[config.mk]
export PLATFORM = sky130hd
export DESIGN_NAME = accel_rate_cfg
export DESIGN_NICKNAME = d
export VERILOG_FILES = /design/src/hw/accel_cfg_pkg.sv /design/src/hw/rate_if.sv /design/src/hw/accel_rate_cfg.sv /design/src/hw/rate_strobe_gen.sv
export VERILOG_INCLUDE_DIRS = /design/src /design/src/hw
export SDC_FILE = /design/constraint.sdc
export NUM_CORES = 1
export LEC_CHECK = 0
export ABC_AREA = 1
export BUFFER_PORTS_ARGS = -buffer_cell sky130_fd_sc_hd__buf_2
export CELL_PAD_IN_SITES_DETAIL_PLACEMENT = 1
export CELL_PAD_IN_SITES_GLOBAL_PLACEMENT = 1
export CORE_MARGIN = 2
export CORE_UTILIZATION = 38
export CTS_CLUSTER_DIAMETER = 30
export DETAILED_ROUTE_END_ITERATION = 6
export PLACE_DENSITY_LB_ADDON = 0.3
export SYNTH_ARGS = -nofsm -noshare
export SYNTH_HDL_FRONTEND = slang
export SYNTH_HIERARCHICAL = 1
export SYNTH_SLANG_ARGS = --single-unit
[constraint.sdc]
create_clock -name core_clk -period 6.6 [get_ports core_clk]
set_clock_uncertainty 0.2 [all_clocks]
set_input_delay 1.32 -clock core_clk [delete_from_list [all_inputs] [get_ports core_clk]]
set_output_delay 1.32 -clock core_clk [all_outputs]
set_load 0.1 [all_outputs]
[src/hw/accel_cfg_defs.svh]
`ifndef ACCEL_CFG_DEFS_SVH
`define ACCEL_CFG_DEFS_SVH

// Register offsets on the internal register port.
`define ADDR_ST_X 8'h0d
`define ADDR_ST_Y 8'h0e
`define ADDR_ST_Z 8'h0f
`define ADDR_RATE_DIV 8'h19
`define ADDR_PATH_CFG 8'h1a

// Reset values.
`define RST_RATE_DIV 8'h00
`define RST_PATH_CFG 8'h00
`define RST_BYTE 8'h00

// Field positions of the path configuration register.
`define CFG_ZERO_BIT 7
`define CFG_FIFO_MODE_BIT 6
`define CFG_SYNC_MSB 5
`define CFG_SYNC_LSB 3
`define CFG_LPF_MSB 2
`define CFG_LPF_LSB 0

// Timing.
`define CORE_CLK_HZ 100000000
`define INT_RATE_HZ 1000
`define BYPASS_RATE_HZ 4000
`define INT_RATE_CYC (`CORE_CLK_HZ / `INT_RATE_HZ)
`define BYPASS_RATE_CYC (`CORE_CLK_HZ / `BYPASS_RATE_HZ)

// Temperature path bandwidth figures in Hz.
`define TBW_WIDE 12'd4000
`define TBW_S1 12'd188
`define TBW_S2 12'd98
`define TBW_S3 12'd42
`define TBW_S4 12'd20
`define TBW_S5 12'd10
`define TBW_S6 12'd5

`endif

[src/hw/accel_cfg_pkg.sv]
package accel_cfg_pkg;
   typedef enum logic [2:0] {
      SYNC_OFF = 3'b000,
      SYNC_TEMP = 3'b001,
      SYNC_RSV2 = 3'b010,
      SYNC_RSV3 = 3'b011,
      SYNC_RSV4 = 3'b100,
      SYNC_X = 3'b101,
      SYNC_Y = 3'b110,
      SYNC_Z = 3'b111
   } sync_loc_t;
   typedef logic [7:0] reg_byte_t;
endpackage : accel_cfg_pkg

[src/hw/rate_if.sv]
`timescale 1ns/1ps
interface rate_if;
   logic fast_path;
   logic divide_en;
   accel_cfg_pkg::reg_byte_t divider;
   logic sample_strobe;
   modport gen (input fast_path, input divide_en, input divider, output sample_strobe);
   modport cfg (output fast_path, output divide_en, output divider, input sample_strobe);
endinterface : rate_if

[src/hw/accel_rate_cfg.sv]
`timescale 1ns/1ps
`include "accel_cfg_defs.svh"
// Overview of operation
// (RULE_01) The device comes out of power-up in low-noise mode, not duty-cycled.
// (RULE_02) Three read/write bytes hold the factory self-test code per axis.
// (RULE_03) Host converts the stored code to LSB from full scale and code.
// (RULE_04) Output rate equals internal rate divided by one plus the divider.
// (RULE_05) The internal rate that the divider divides is 1 kHz.
// (RULE_06) Divider acts only with bypass bits zero and filter setting 1 to 6.
// (RULE_07) The divided strobe paces output register updates and FIFO writes.
// (RULE_08) With the policy bit set and FIFO full, new samples are dropped.
// (RULE_09) With the policy bit clear and FIFO full, the oldest is overwritten.
// (RULE_10) Sync select puts the sync value in temp, X, Y or Z low bit 0.
// (RULE_11) Sync input is latched on a toggle and locked until the strobe captures.
// (RULE_12) Low-pass filter is used only when both bypass bits are zero.
// (RULE_13) Temperature bandwidth is 4000 Hz or 188 to 5 Hz per setting.
// (RULE_14) Without an effective divider, updates run at the full path rate.
// (RULE_15) Registers reset to zero; self-test bytes keep their factory values.
module accel_rate_cfg #(
   parameter logic [7:0] FACTORY_ST_X = 8'h00,
   parameter logic [7:0] FACTORY_ST_Y = 8'h00,
   parameter logic [7:0] FACTORY_ST_Z = 8'h00,
   parameter int SLOW_CYC = `INT_RATE_CYC,
   parameter int FAST_CYC = `BYPASS_RATE_CYC
) (
   input logic core_clk,
   input logic rst_n,
   input logic reg_wr,
   input logic reg_rd,
   input logic [7:0] reg_addr,
   input logic [7:0] reg_wdata,
   output logic [7:0] reg_rdata_q,
   input logic [1:0] filter_bypass_bits,
   input logic frame_sync_input,
   input logic fifo_full,
   output logic low_noise_mode_q,
   output logic output_update_q,
   output logic fifo_write_q,
   output logic fifo_discard_oldest_q,
   output logic temp_sync_bit_q,
   output logic x_sync_bit_q,
   output logic y_sync_bit_q,
   output logic z_sync_bit_q,
   output logic lowpass_enable_q,
   output logic [2:0] lowpass_setting_q,
   output logic [11:0] temp_bandwidth_hz_q
);
   logic rst_meta_q;
   logic rst_sync_n;
   logic [7:0] x_factory_selftest_code;
   logic [7:0] y_factory_selftest_code;
   logic [7:0] z_factory_selftest_code;
   logic [7:0] rate_divider_value;
   logic [7:0] path_cfg_q;
   logic sync_meta_q;
   logic sync_pin_q;
   logic sync_seen_q;
   logic frame_sync_input_latched_q;
   logic frame_sync_input_armed_q;
   logic sync_edge;
   logic strobe;
   logic fifo_mode;
   logic [2:0] lowpass_setting;
   accel_cfg_pkg::sync_loc_t frame_sync_select;
   rate_if rate ();

   function automatic logic [11:0] temp_bw(input logic [1:0] byp, input logic [2:0] cfg);
      logic [11:0] bw;
      bw = `TBW_WIDE;
      if (byp == 2'b00) begin
         unique case (cfg)
            3'd1: bw = `TBW_S1;
            3'd2: bw = `TBW_S2;
            3'd3: bw = `TBW_S3;
            3'd4: bw = `TBW_S4;
            3'd5: bw = `TBW_S5;
            3'd6: bw = `TBW_S6;
            3'd0, 3'd7: bw = `TBW_WIDE;
         endcase
      end
      return bw;
   endfunction : temp_bw

   always_ff @(posedge core_clk or negedge rst_n) begin
      if (!rst_n) begin
         rst_meta_q <= 1'b0;
         rst_sync_n <= 1'b0;
      end else begin
         rst_meta_q <= 1'b1;
         rst_sync_n <= rst_meta_q;
      end
   end

   assign fifo_mode = path_cfg_q[`CFG_FIFO_MODE_BIT];
   assign lowpass_setting = path_cfg_q[`CFG_LPF_MSB:`CFG_LPF_LSB];
   assign frame_sync_select =
      accel_cfg_pkg::sync_loc_t'(path_cfg_q[`CFG_SYNC_MSB:`CFG_SYNC_LSB]);
   assign strobe = rate.sample_strobe;
   assign rate.fast_path = (filter_bypass_bits != 2'b00);
   assign rate.divider = rate_divider_value;
   assign rate.divide_en = (filter_bypass_bits == 2'b00) && (lowpass_setting != 3'd0)
      && (lowpass_setting != 3'd7); // RULE_06

   rate_strobe_gen #(.SLOW_CYC(SLOW_CYC), .FAST_CYC(FAST_CYC)) i_rate_strobe_gen (
      .core_clk(core_clk),
      .rst_sync_n(rst_sync_n),
      .rate(rate.gen)
   );

   // Register writes; bit 7 of the path register is held at zero.
   always_ff @(posedge core_clk or negedge rst_sync_n) begin
      if (!rst_sync_n) begin
         x_factory_selftest_code <= FACTORY_ST_X; // RULE_15
         y_factory_selftest_code <= FACTORY_ST_Y;
         z_factory_selftest_code <= FACTORY_ST_Z;
         rate_divider_value <= `RST_RATE_DIV;
         path_cfg_q <= `RST_PATH_CFG;
      end else if (reg_wr) begin
         unique case (reg_addr)
            `ADDR_ST_X: x_factory_selftest_code <= reg_wdata; // RULE_02
            `ADDR_ST_Y: y_factory_selftest_code <= reg_wdata;
            `ADDR_ST_Z: z_factory_selftest_code <= reg_wdata;
            `ADDR_RATE_DIV: rate_divider_value <= reg_wdata;
            `ADDR_PATH_CFG: path_cfg_q <= {1'b0, reg_wdata[6:0]};
            default: ;
         endcase
      end
   end

   // Unmapped addresses read as zero.
   always_ff @(posedge core_clk or negedge rst_sync_n) begin
      if (!rst_sync_n) begin
         reg_rdata_q <= `RST_BYTE;
      end else if (reg_rd) begin
         unique case (reg_addr)
            `ADDR_ST_X: reg_rdata_q <= x_factory_selftest_code; // RULE_02
            `ADDR_ST_Y: reg_rdata_q <= y_factory_selftest_code;
            `ADDR_ST_Z: reg_rdata_q <= z_factory_selftest_code;
            `ADDR_RATE_DIV: reg_rdata_q <= rate_divider_value;
            `ADDR_PATH_CFG: reg_rdata_q <= path_cfg_q;
            default: reg_rdata_q <= `RST_BYTE;
         endcase
      end
   end

   // Nothing here can leave low-noise mode, so the flag only reports it.
   always_ff @(posedge core_clk or negedge rst_sync_n) begin
      if (!rst_sync_n) begin
         low_noise_mode_q <= 1'b1; // RULE_01
      end else begin
         low_noise_mode_q <= 1'b1;
      end
   end

   always_ff @(posedge core_clk or negedge rst_sync_n) begin
      if (!rst_sync_n) begin
         sync_meta_q <= 1'b0;
         sync_pin_q <= 1'b0;
         sync_seen_q <= 1'b0;
      end else begin
         sync_meta_q <= frame_sync_input;
         sync_pin_q <= sync_meta_q;
         sync_seen_q <= sync_pin_q;
      end
   end

   assign sync_edge = sync_pin_q != sync_seen_q;

   // A toggle locks the latch so that a short pulse survives until sampled.
   always_ff @(posedge core_clk or negedge rst_sync_n) begin
      if (!rst_sync_n) begin
         frame_sync_input_latched_q <= 1'b0;
         frame_sync_input_armed_q <= 1'b1;
      end else if (sync_edge && frame_sync_input_armed_q) begin
         frame_sync_input_latched_q <= ~frame_sync_input_latched_q; // RULE_11
         frame_sync_input_armed_q <= 1'b0;
      end else if (strobe) begin
         frame_sync_input_armed_q <= 1'b1; // RULE_11
      end
   end

   always_ff @(posedge core_clk or negedge rst_sync_n) begin
      if (!rst_sync_n) begin
         temp_sync_bit_q <= 1'b0;
         x_sync_bit_q <= 1'b0;
         y_sync_bit_q <= 1'b0;
         z_sync_bit_q <= 1'b0;
      end else if (strobe) begin
         temp_sync_bit_q <= (frame_sync_select == accel_cfg_pkg::SYNC_TEMP) && frame_sync_input_latched_q; // RULE_10
         x_sync_bit_q <= (frame_sync_select == accel_cfg_pkg::SYNC_X) && frame_sync_input_latched_q;
         y_sync_bit_q <= (frame_sync_select == accel_cfg_pkg::SYNC_Y) && frame_sync_input_latched_q;
         z_sync_bit_q <= (frame_sync_select == accel_cfg_pkg::SYNC_Z) && frame_sync_input_latched_q;
      end
   end

   always_ff @(posedge core_clk or negedge rst_sync_n) begin
      if (!rst_sync_n) begin
         output_update_q <= 1'b0;
         fifo_write_q <= 1'b0;
         fifo_discard_oldest_q <= 1'b0;
      end else begin
         output_update_q <= strobe; // RULE_07
         fifo_write_q <= strobe && !(fifo_full && fifo_mode); // RULE_07 RULE_08
         fifo_discard_oldest_q <= strobe && fifo_full && !fifo_mode; // RULE_09
      end
   end

   always_ff @(posedge core_clk or negedge rst_sync_n) begin
      if (!rst_sync_n) begin
         lowpass_enable_q <= 1'b0;
         lowpass_setting_q <= 3'h0;
         temp_bandwidth_hz_q <= `TBW_WIDE;
      end else begin
         lowpass_enable_q <= (filter_bypass_bits == 2'b00); // RULE_12
         lowpass_setting_q <= lowpass_setting;
         temp_bandwidth_hz_q <= temp_bw(filter_bypass_bits, lowpass_setting); // RULE_13
      end
   end
endmodule : accel_rate_cfg

[src/hw/rate_strobe_gen.sv]
`timescale 1ns/1ps
`include "accel_cfg_defs.svh"
module rate_strobe_gen #(
   parameter int SLOW_CYC = `INT_RATE_CYC,
   parameter int FAST_CYC = `BYPASS_RATE_CYC
) (
   input logic core_clk,
   input logic rst_sync_n,
   rate_if.gen rate
);
   logic [16:0] base_cnt_q;
   logic [7:0] div_cnt_q;
   logic strobe_q;
   logic [16:0] last_cnt;
   logic base_tick;
   logic div_done;

   assign last_cnt = rate.fast_path ? 17'(FAST_CYC - 1) : 17'(SLOW_CYC - 1);
   assign base_tick = (base_cnt_q >= last_cnt);
   assign div_done = !rate.divide_en || (div_cnt_q >= rate.divider);
   assign rate.sample_strobe = strobe_q;

   // Base tick at 1 kHz on the filtered path, at the wide rate when bypassed.
   always_ff @(posedge core_clk or negedge rst_sync_n) begin // RULE_05
      if (!rst_sync_n) begin
         base_cnt_q <= 17'h00000;
      end else if (base_tick) begin
         base_cnt_q <= 17'h00000;
      end else begin
         base_cnt_q <= base_cnt_q + 17'h00001;
      end
   end

   // One strobe every divider+1 base ticks; undivided when the divider is off.
   always_ff @(posedge core_clk or negedge rst_sync_n) begin
      if (!rst_sync_n) begin
         div_cnt_q <= 8'h00;
         strobe_q <= 1'b0;
      end else begin
         strobe_q <= base_tick && div_done; // RULE_04 RULE_14
         if (base_tick) begin
            div_cnt_q <= div_done ? 8'h00 : div_cnt_q + 8'h01;
         end
      end
   end
endmodule : rate_strobe_gen

==> results of run 1 <==
[how the worst min path moves through the flow]
stage,to,slack (ps),depth (start not counted)
2_1_floorplan,rst_sync_n,130,0
3_3_place_gp,sync_pin_q,140,0
3_5_place_dp,rst_sync_n,140,0
4_1_cts,rst_sync_n,150,0
5_1_grt,sync_pin_q,170,0
6_report,rst_sync_n,150,0
[metrics by stage]
stage	power (mW)	area [um^2]	cells	hold slack, ps
global placement	1.08	5630	835	136
finish	1.71	5980	851	154
global route	1.79	5980	851	173
detailed placement	1.10	5630	835	140
CTS	1.73	5980	851	155
floorplan	1.02	5240	619	131
[power by group through the flow]
stage	Sequential, mW	Clock [mW]	Combinational (mW)
floorplan	0.843	0	0.174
finish	0.732	0.625	0.350
CTS	0.733	0.640	0.355
global route	0.741	0.666	0.384
detailed placement	0.745	0	0.353
global placement	0.741	0	0.340
[cell usage in the layout (no fill, tap or decap), types with 3 or more instances in the layout]
cell	netlist	layout
nand2_1	165	165
dfrtp_1	96	95
nor2_1	67	67
nand3_1	60	60
buf_2	1	54
inv_1	50	50
o21ai_0	31	31
ha_1	20	20
nor2_4	14	14
a21oi_1	13	13
xor2_1	13	13
o21ai_1	9	9
clkbuf_16	0	9
nand2_4	7	7
nor2_2	7	7
nand2_2	6	6
xnor2_1	6	6
nor3_1	5	5
inv_2	5	5
dfstp_2	4	4
o21ai_2	3	3
nand4_1	3	3
o31ai_1	3	3
bufinv_16	0	3
[synthesized netlist by cell type (all sizes together)]
master | number | area [um^2]
nor4 | 1 | 6.26
nor2 | 90 | 493
o211ai | 1 | 7.51
nor3 | 5 | 25.0
dfstp | 4 | 105
clkbuf | 3 | 11.3
o31ai | 3 | 22.5
o21ai | 43 | 226
conb | 1 | 3.75
nand2 | 178 | 736
buf | 12 | 106
nand3b | 2 | 15.0
nand3 | 62 | 320
a2111oi | 1 | 8.76
or2 | 1 | 6.26
a21o | 1 | 7.51
xnor2 | 6 | 52.6
nand4 | 3 | 18.8
inv | 55 | 206
dfrtp | 96 | 2400
ha | 20 | 250
o21bai | 1 | 7.51
and2 | 2 | 12.5
xor2 | 13 | 114
o21a | 1 | 7.51
a21oi | 13 | 65.1
[routing by layer]
layer	track usage [%]	wire [um]
met1	23.8	5980
met4	7.26	257
met2	33.5	6620
met5	0	0
met3	3.01	211
[logic make-up (layout without fill, tap and decap cells)]
kind of cell / count (synthesis) / in the layout
xor+xnor: 19 / 19
buf+inv: 70 / 126
compound gates: 64 / 64
simple gates: 344 / 344
flops: 100 / 100
fa+ha+maj: 20 / 20
other cells: 1 / 2
[final cells by class]
type	instances	area [um^2]	area share [%]
timing repair buffer	55	278	4.65
multi-input combinational	449	2410	40.3
clock inverter	4	95.1	1.59
sequential	100	2510	42.0
inverter	55	206	3.45
tap	176	220	3.68
clock buffer	12	256	4.29
[sequential cells by signal, indices dropped and copies added, names as in the netlist, 3 cells and up]
register and flops:
i_rate_strobe_gen/base_cnt_q 17, i_rate_strobe_gen/div_cnt_q 8, lowpass_setting_q 3, path_cfg_q 7, rate.divider 8, reg_rdata_q 8
temp_bandwidth_hz_q 9, x_factory_selftest_code 8, y_factory_selftest_code 8, z_factory_selftest_code 8
[critical path, stage by stage]
cell and delay, ps:
buf_2 90, nor2_1 230, inv_1 240, inv_1 200, ha_1 270, nand2_1 80
nor2_1 50, nand3b_1 160, nor2_4 60, nor2_4 240, nand2_4 240, and2_1 210
==> run metrics, run 1 <==
min-delay src=rst_meta_q; via count=4204; TNS Setup=0 ps; clock-pin slew on the worst setup and hold paths=60 ps; DRC errors left=0; vias in the first global route=4523; FF-to-FF End=i_rate_strobe_gen/div_cnt_q[3]; crit path from=filter_bypass_bits[1]; kind of critical path=input port to register; IO Pins=56; Clk Latency, worst-skew pair=between 300 and 400 ps; Critical Path RT=6640 ps; routed wire length=13100 um; # setup viols final=0; Die Span Y=121 um; Pint=1.15 mW; clk buf depth=2; post-synthesis cell count=slightly above 600; antenna cells=0; minimum clock period=3360 ps; reg2reg start=path_cfg_q[0]; fin crit share=between 50 and 60%; CTS root buf=clkbuf_16; num rows=42; Core Util, Final=44.8%; YS warnings=6; core area=13300 um^2; pre-CTS setup slack=2880 ps; largest family of logic cells by synthesized area=simple AND/OR/NAND/NOR gates; DP HPWL=9500 um; cts repair resizes=0; Max Clk Rate=298 MHz; synthesized cell area=approximately 5200 um^2; GRT Util Overall=19.2%; Max-Cap Viols=0; xor and xnor fraction of the mapped netlist area=~3.2%; Combinational Power Share=20.5%; Least-Margin Pin Slew=774 ps; largest net degree at the start of global routing=53; critical path peak fanout=25; startpoint type of the worst setup path=input port; Worst Path Arrival=around 3400 ps; port bufs=54; switching fraction of total power=32.5%; leak pwr=3.09 nW; die footprint=14700 um^2; post-synthesis mux area share=0%; placer congestion estimate=0.822; vias per cell=just under 5; Mapped Avg Cell Area=8.47 um^2; status=complete, no violations; aggregate global routing overflow=0; slew margin rel.=48.4%; simple-gate portion of the synthesized area=31.2%; worst vdd ir=roughly 0.14 mV; layout overhead on the synthesized area=14.1%; Post-DRT Antenna Nets=0; Synth Register Bits=100; hold buffer count at cts=0; initial antenna violation count=0; Sink Count=100; clock network fraction of total power=36.6%; CTS H-Tree Depth=3; cts bufs inserted=9; post-synthesis compound-gate area fraction=6.74%; Worst Setup EP=i_rate_strobe_gen/rate.sample_strobe; crit path setup slack, layout=3240 ps; FF-to-FF path depth=10; Hold Crit Class=register to register; post-CTS setup buffer count=0; routed length per instance=15.4 um; crit path capture type=register; Yosys cell types=38; Synth Area in Adders=4.78%; register area share after synthesis=47.9%; TritonCTS clock tree=built; setup repair after global routing missed its margin=no; die width=121 um; share of layout cells above drive strength 1=a little under a fifth; first-pass detailed-route iteration total=4; fin. max-slew vios=0; Nets=714; power share of the sequential group=42.9%; FILL cells=about 1700; violation count after the first detailed-route iteration=approximately 210; R2R Setup Slk=4420 ps; pwr dens=286 nW/um^2; first-pass GRT wire length=between 20000 and 25000 um; switching power=555 uW; Starting Density=39.2%; Final Hold Fails=0
Power figures use the tool's default switching activity.
==> inputs of run 2 (changes only) <==
==> constraint.sdc (replaced) <==
create_clock -name core_clk -period 2.8 [get_ports core_clk]
set_clock_uncertainty 0.2 [all_clocks]
set_input_delay 0.56 -clock core_clk [delete_from_list [all_inputs] [get_ports core_clk]]
set_output_delay 0.56 -clock core_clk [all_outputs]
set_load 0.1 [all_outputs]
==> run 2 against run 1 <==
Against the previous run: wire length up 1.3%; total power up 130%; worst setup slack worse by 3000 ps; critical path type unchanged; largest power group unchanged.
==> run metrics, run 2 (synthesized netlist as in run 1, its figures left out) <==
crit path from=filter_bypass_bits[1]; Biggest register=i_rate_strobe_gen/base_cnt_q; first-pass GRT wire length=22500 um (+0.65%); die width=121 um (unchanged); Hold Crit Class=input port to register; CP max stage delay=340 ps (+70 ps); crit path capture type=register; fin. max-slew vios=0 (unchanged); worst vdd ir=0.434 mV (+210%); min-delay src=frame_sync_input; initial antenna violation count=0 (unchanged); pwr dens=646 nW/um^2 (+130%); status=complete, no violations; Worst Path Arrival=2570 ps (-830 ps); setup repair after global routing missed its margin=no; fin crit share=90.6%; clk buf depth=2 (unchanged); largest registers=i_rate_strobe_gen/base_cnt_q (17), temp_bandwidth_hz_q (9); Hold Path Depth=1 (+1); GRT Util Overall=19.3% (+0.15 points); Non-Filler Instances=855 (+0.47%); FF-to-FF End=i_rate_strobe_gen/rate.sample_strobe; critical path peak fanout=25 (unchanged); die footprint=14700 um^2 (unchanged); placer congestion estimate=0.792 (-3.7%); R2R Setup Slk=560 ps (-3860 ps); num rows=42 (unchanged); flip-flop count of the largest register after layout=17 (unchanged); # setup viols final=0 (unchanged); Nets=718 (+0.56%); vias in the first global route=4576 (+1.2%); CTS H-Tree Depth=3 (unchanged); layout overhead on the synthesized area=14.2% (about the same); reg2reg start=i_rate_strobe_gen/base_cnt_q[10]; violation count after the first detailed-route iteration=199 (-4.3%); FF-to-FF path depth=8 (-2); Hold Crit Endpoint=sync_meta_q; Max Clk Rate=394 MHz; DRC errors left=0 (unchanged); Post-DRT Antenna Nets=0 (unchanged); Least-Margin Pin Slew=710 ps (-63.9 ps); vias per cell=4.97 (+0.69%); via count=4253 (+1.2%); cts repair resizes=0 (unchanged); Starting Density=39.2% (unchanged); routed length per instance=15.5 um (+0.87%); hold buffer count at cts=1 (+1); Clk Latency, worst-skew pair=350 ps (about the same); largest net degree at the start of global routing=46 (-13%); FILL cells=1621 (-2.3%); Max-Cap Viols=0 (unchanged); aggregate global routing overflow=0 (unchanged); critical path's slowest cell=ha_1; clock-pin slew on the worst setup and hold paths=60 ps (about the same); Sink Count=100 (unchanged); CTS root buf=clkbuf_16; DP HPWL=9740 um (+2.5%); core area=13300 um^2 (unchanged); cts bufs inserted=9 (unchanged); Inst Count DP=838 (+0.36%); leak pwr=3.09 nW (about the same); antenna cells=0 (unchanged); post-CTS setup buffer count=0 (unchanged); Die Span Y=121 um (unchanged); Critical Path RT=2840 ps (-3800 ps); share of layout cells above drive strength 1=18.6% (+0.48 points); worst hold slack=125 ps (-28.3 ps); Power, Total=3.86 mW (+130%); Final Hold Fails=0 (unchanged); minimum clock period=2540 ps; startpoint type of the worst setup path=input port; kind of critical path=input port to register; cells along the critical path=buf_2 -> nor2_1 -> inv_1 -> inv_1 -> ha_1 -> nand2_1 -> a21oi_1 -> nor2_1 -> nand2_1 -> nor2_4 -> nand2_4 -> and2_1; slew margin rel.=52.6% (+4.3 points); port bufs=54 (unchanged); most common cell after layout, fill and taps aside=nand2_1; routed wire length=13200 um (+1.3%); TritonCTS clock tree=built; IO Pins=56 (unchanged); commonest cells after routing, fill and taps aside=nand2_1, dfrtp_1, nor2_1; first-pass detailed-route iteration total=4 (unchanged)
[run 2: layout make-up]
type	instances	area [um^2]	share of cell area, %
Clock buffer	11	253	4.23
Inverter	55	206	3.45
Clock inverter	5	58.8	0.983
Timing Repair Buffer	59	323	5.40
Tap cell	176	220	3.68
Multi-Input combinational cell	449	2410	40.3
Sequential cell	100	2510	42.0
[run 2: metal layers]
| metal | vias up | global-route usage [%] | wire (um) |
|---|---|---|---|
| met2 | 50 | 34.7 | 6990 |
| met3 | 17 | 4.98 | 384 |
| met1 | 2105 | 22.8 | 5630 |
| li1 | 2081 | - | - |
| met5 | - | 0 | 0 |
| met4 | 0 | 5.39 | 227 |
[run 2: metrics by stage]
step           cell area [um^2]  TNS, ps  utilization, %  setup slack (ps)
6_report                   5980        0            44.8               262
3_5_place_dp               5660     -561            42.4             -81.8
2_1_floorplan              5240        0               -               318
3_3_place_gp               5660        0            42.4              72.8
5_1_grt                    5980        0            44.8              60.0
4_1_cts                    5980        0            44.8               265
[run 2: power by group]
group | switching (mW) | internal [mW] | total, mW
sequential | 0.137 | 1.59 | 1.73
combinational | 0.631 | 0.206 | 0.837
clock | 0.552 | 0.743 | 1.29
total | 1.32 | 2.54 | 3.86
[run 2: critical path, delay by kind of cell]
kind            cells  cell delay (ps)
compound gates      1               90
fa+ha+maj           1              340
buf+inv             3              500
simple gates        7             1060
[run 2: worst max-delay path by stage]
stage,endpoint,slack [ps]
2_1_floorplan,i_rate_strobe_gen/div_cnt_q[2],320
3_3_place_gp,i_rate_strobe_gen/rate.sample_strobe,70
3_5_place_dp,i_rate_strobe_gen/rate.sample_strobe,-80
4_1_cts,i_rate_strobe_gen/rate.sample_strobe,260
5_1_grt,i_rate_strobe_gen/div_cnt_q[5],60
6_report,i_rate_strobe_gen/rate.sample_strobe,260
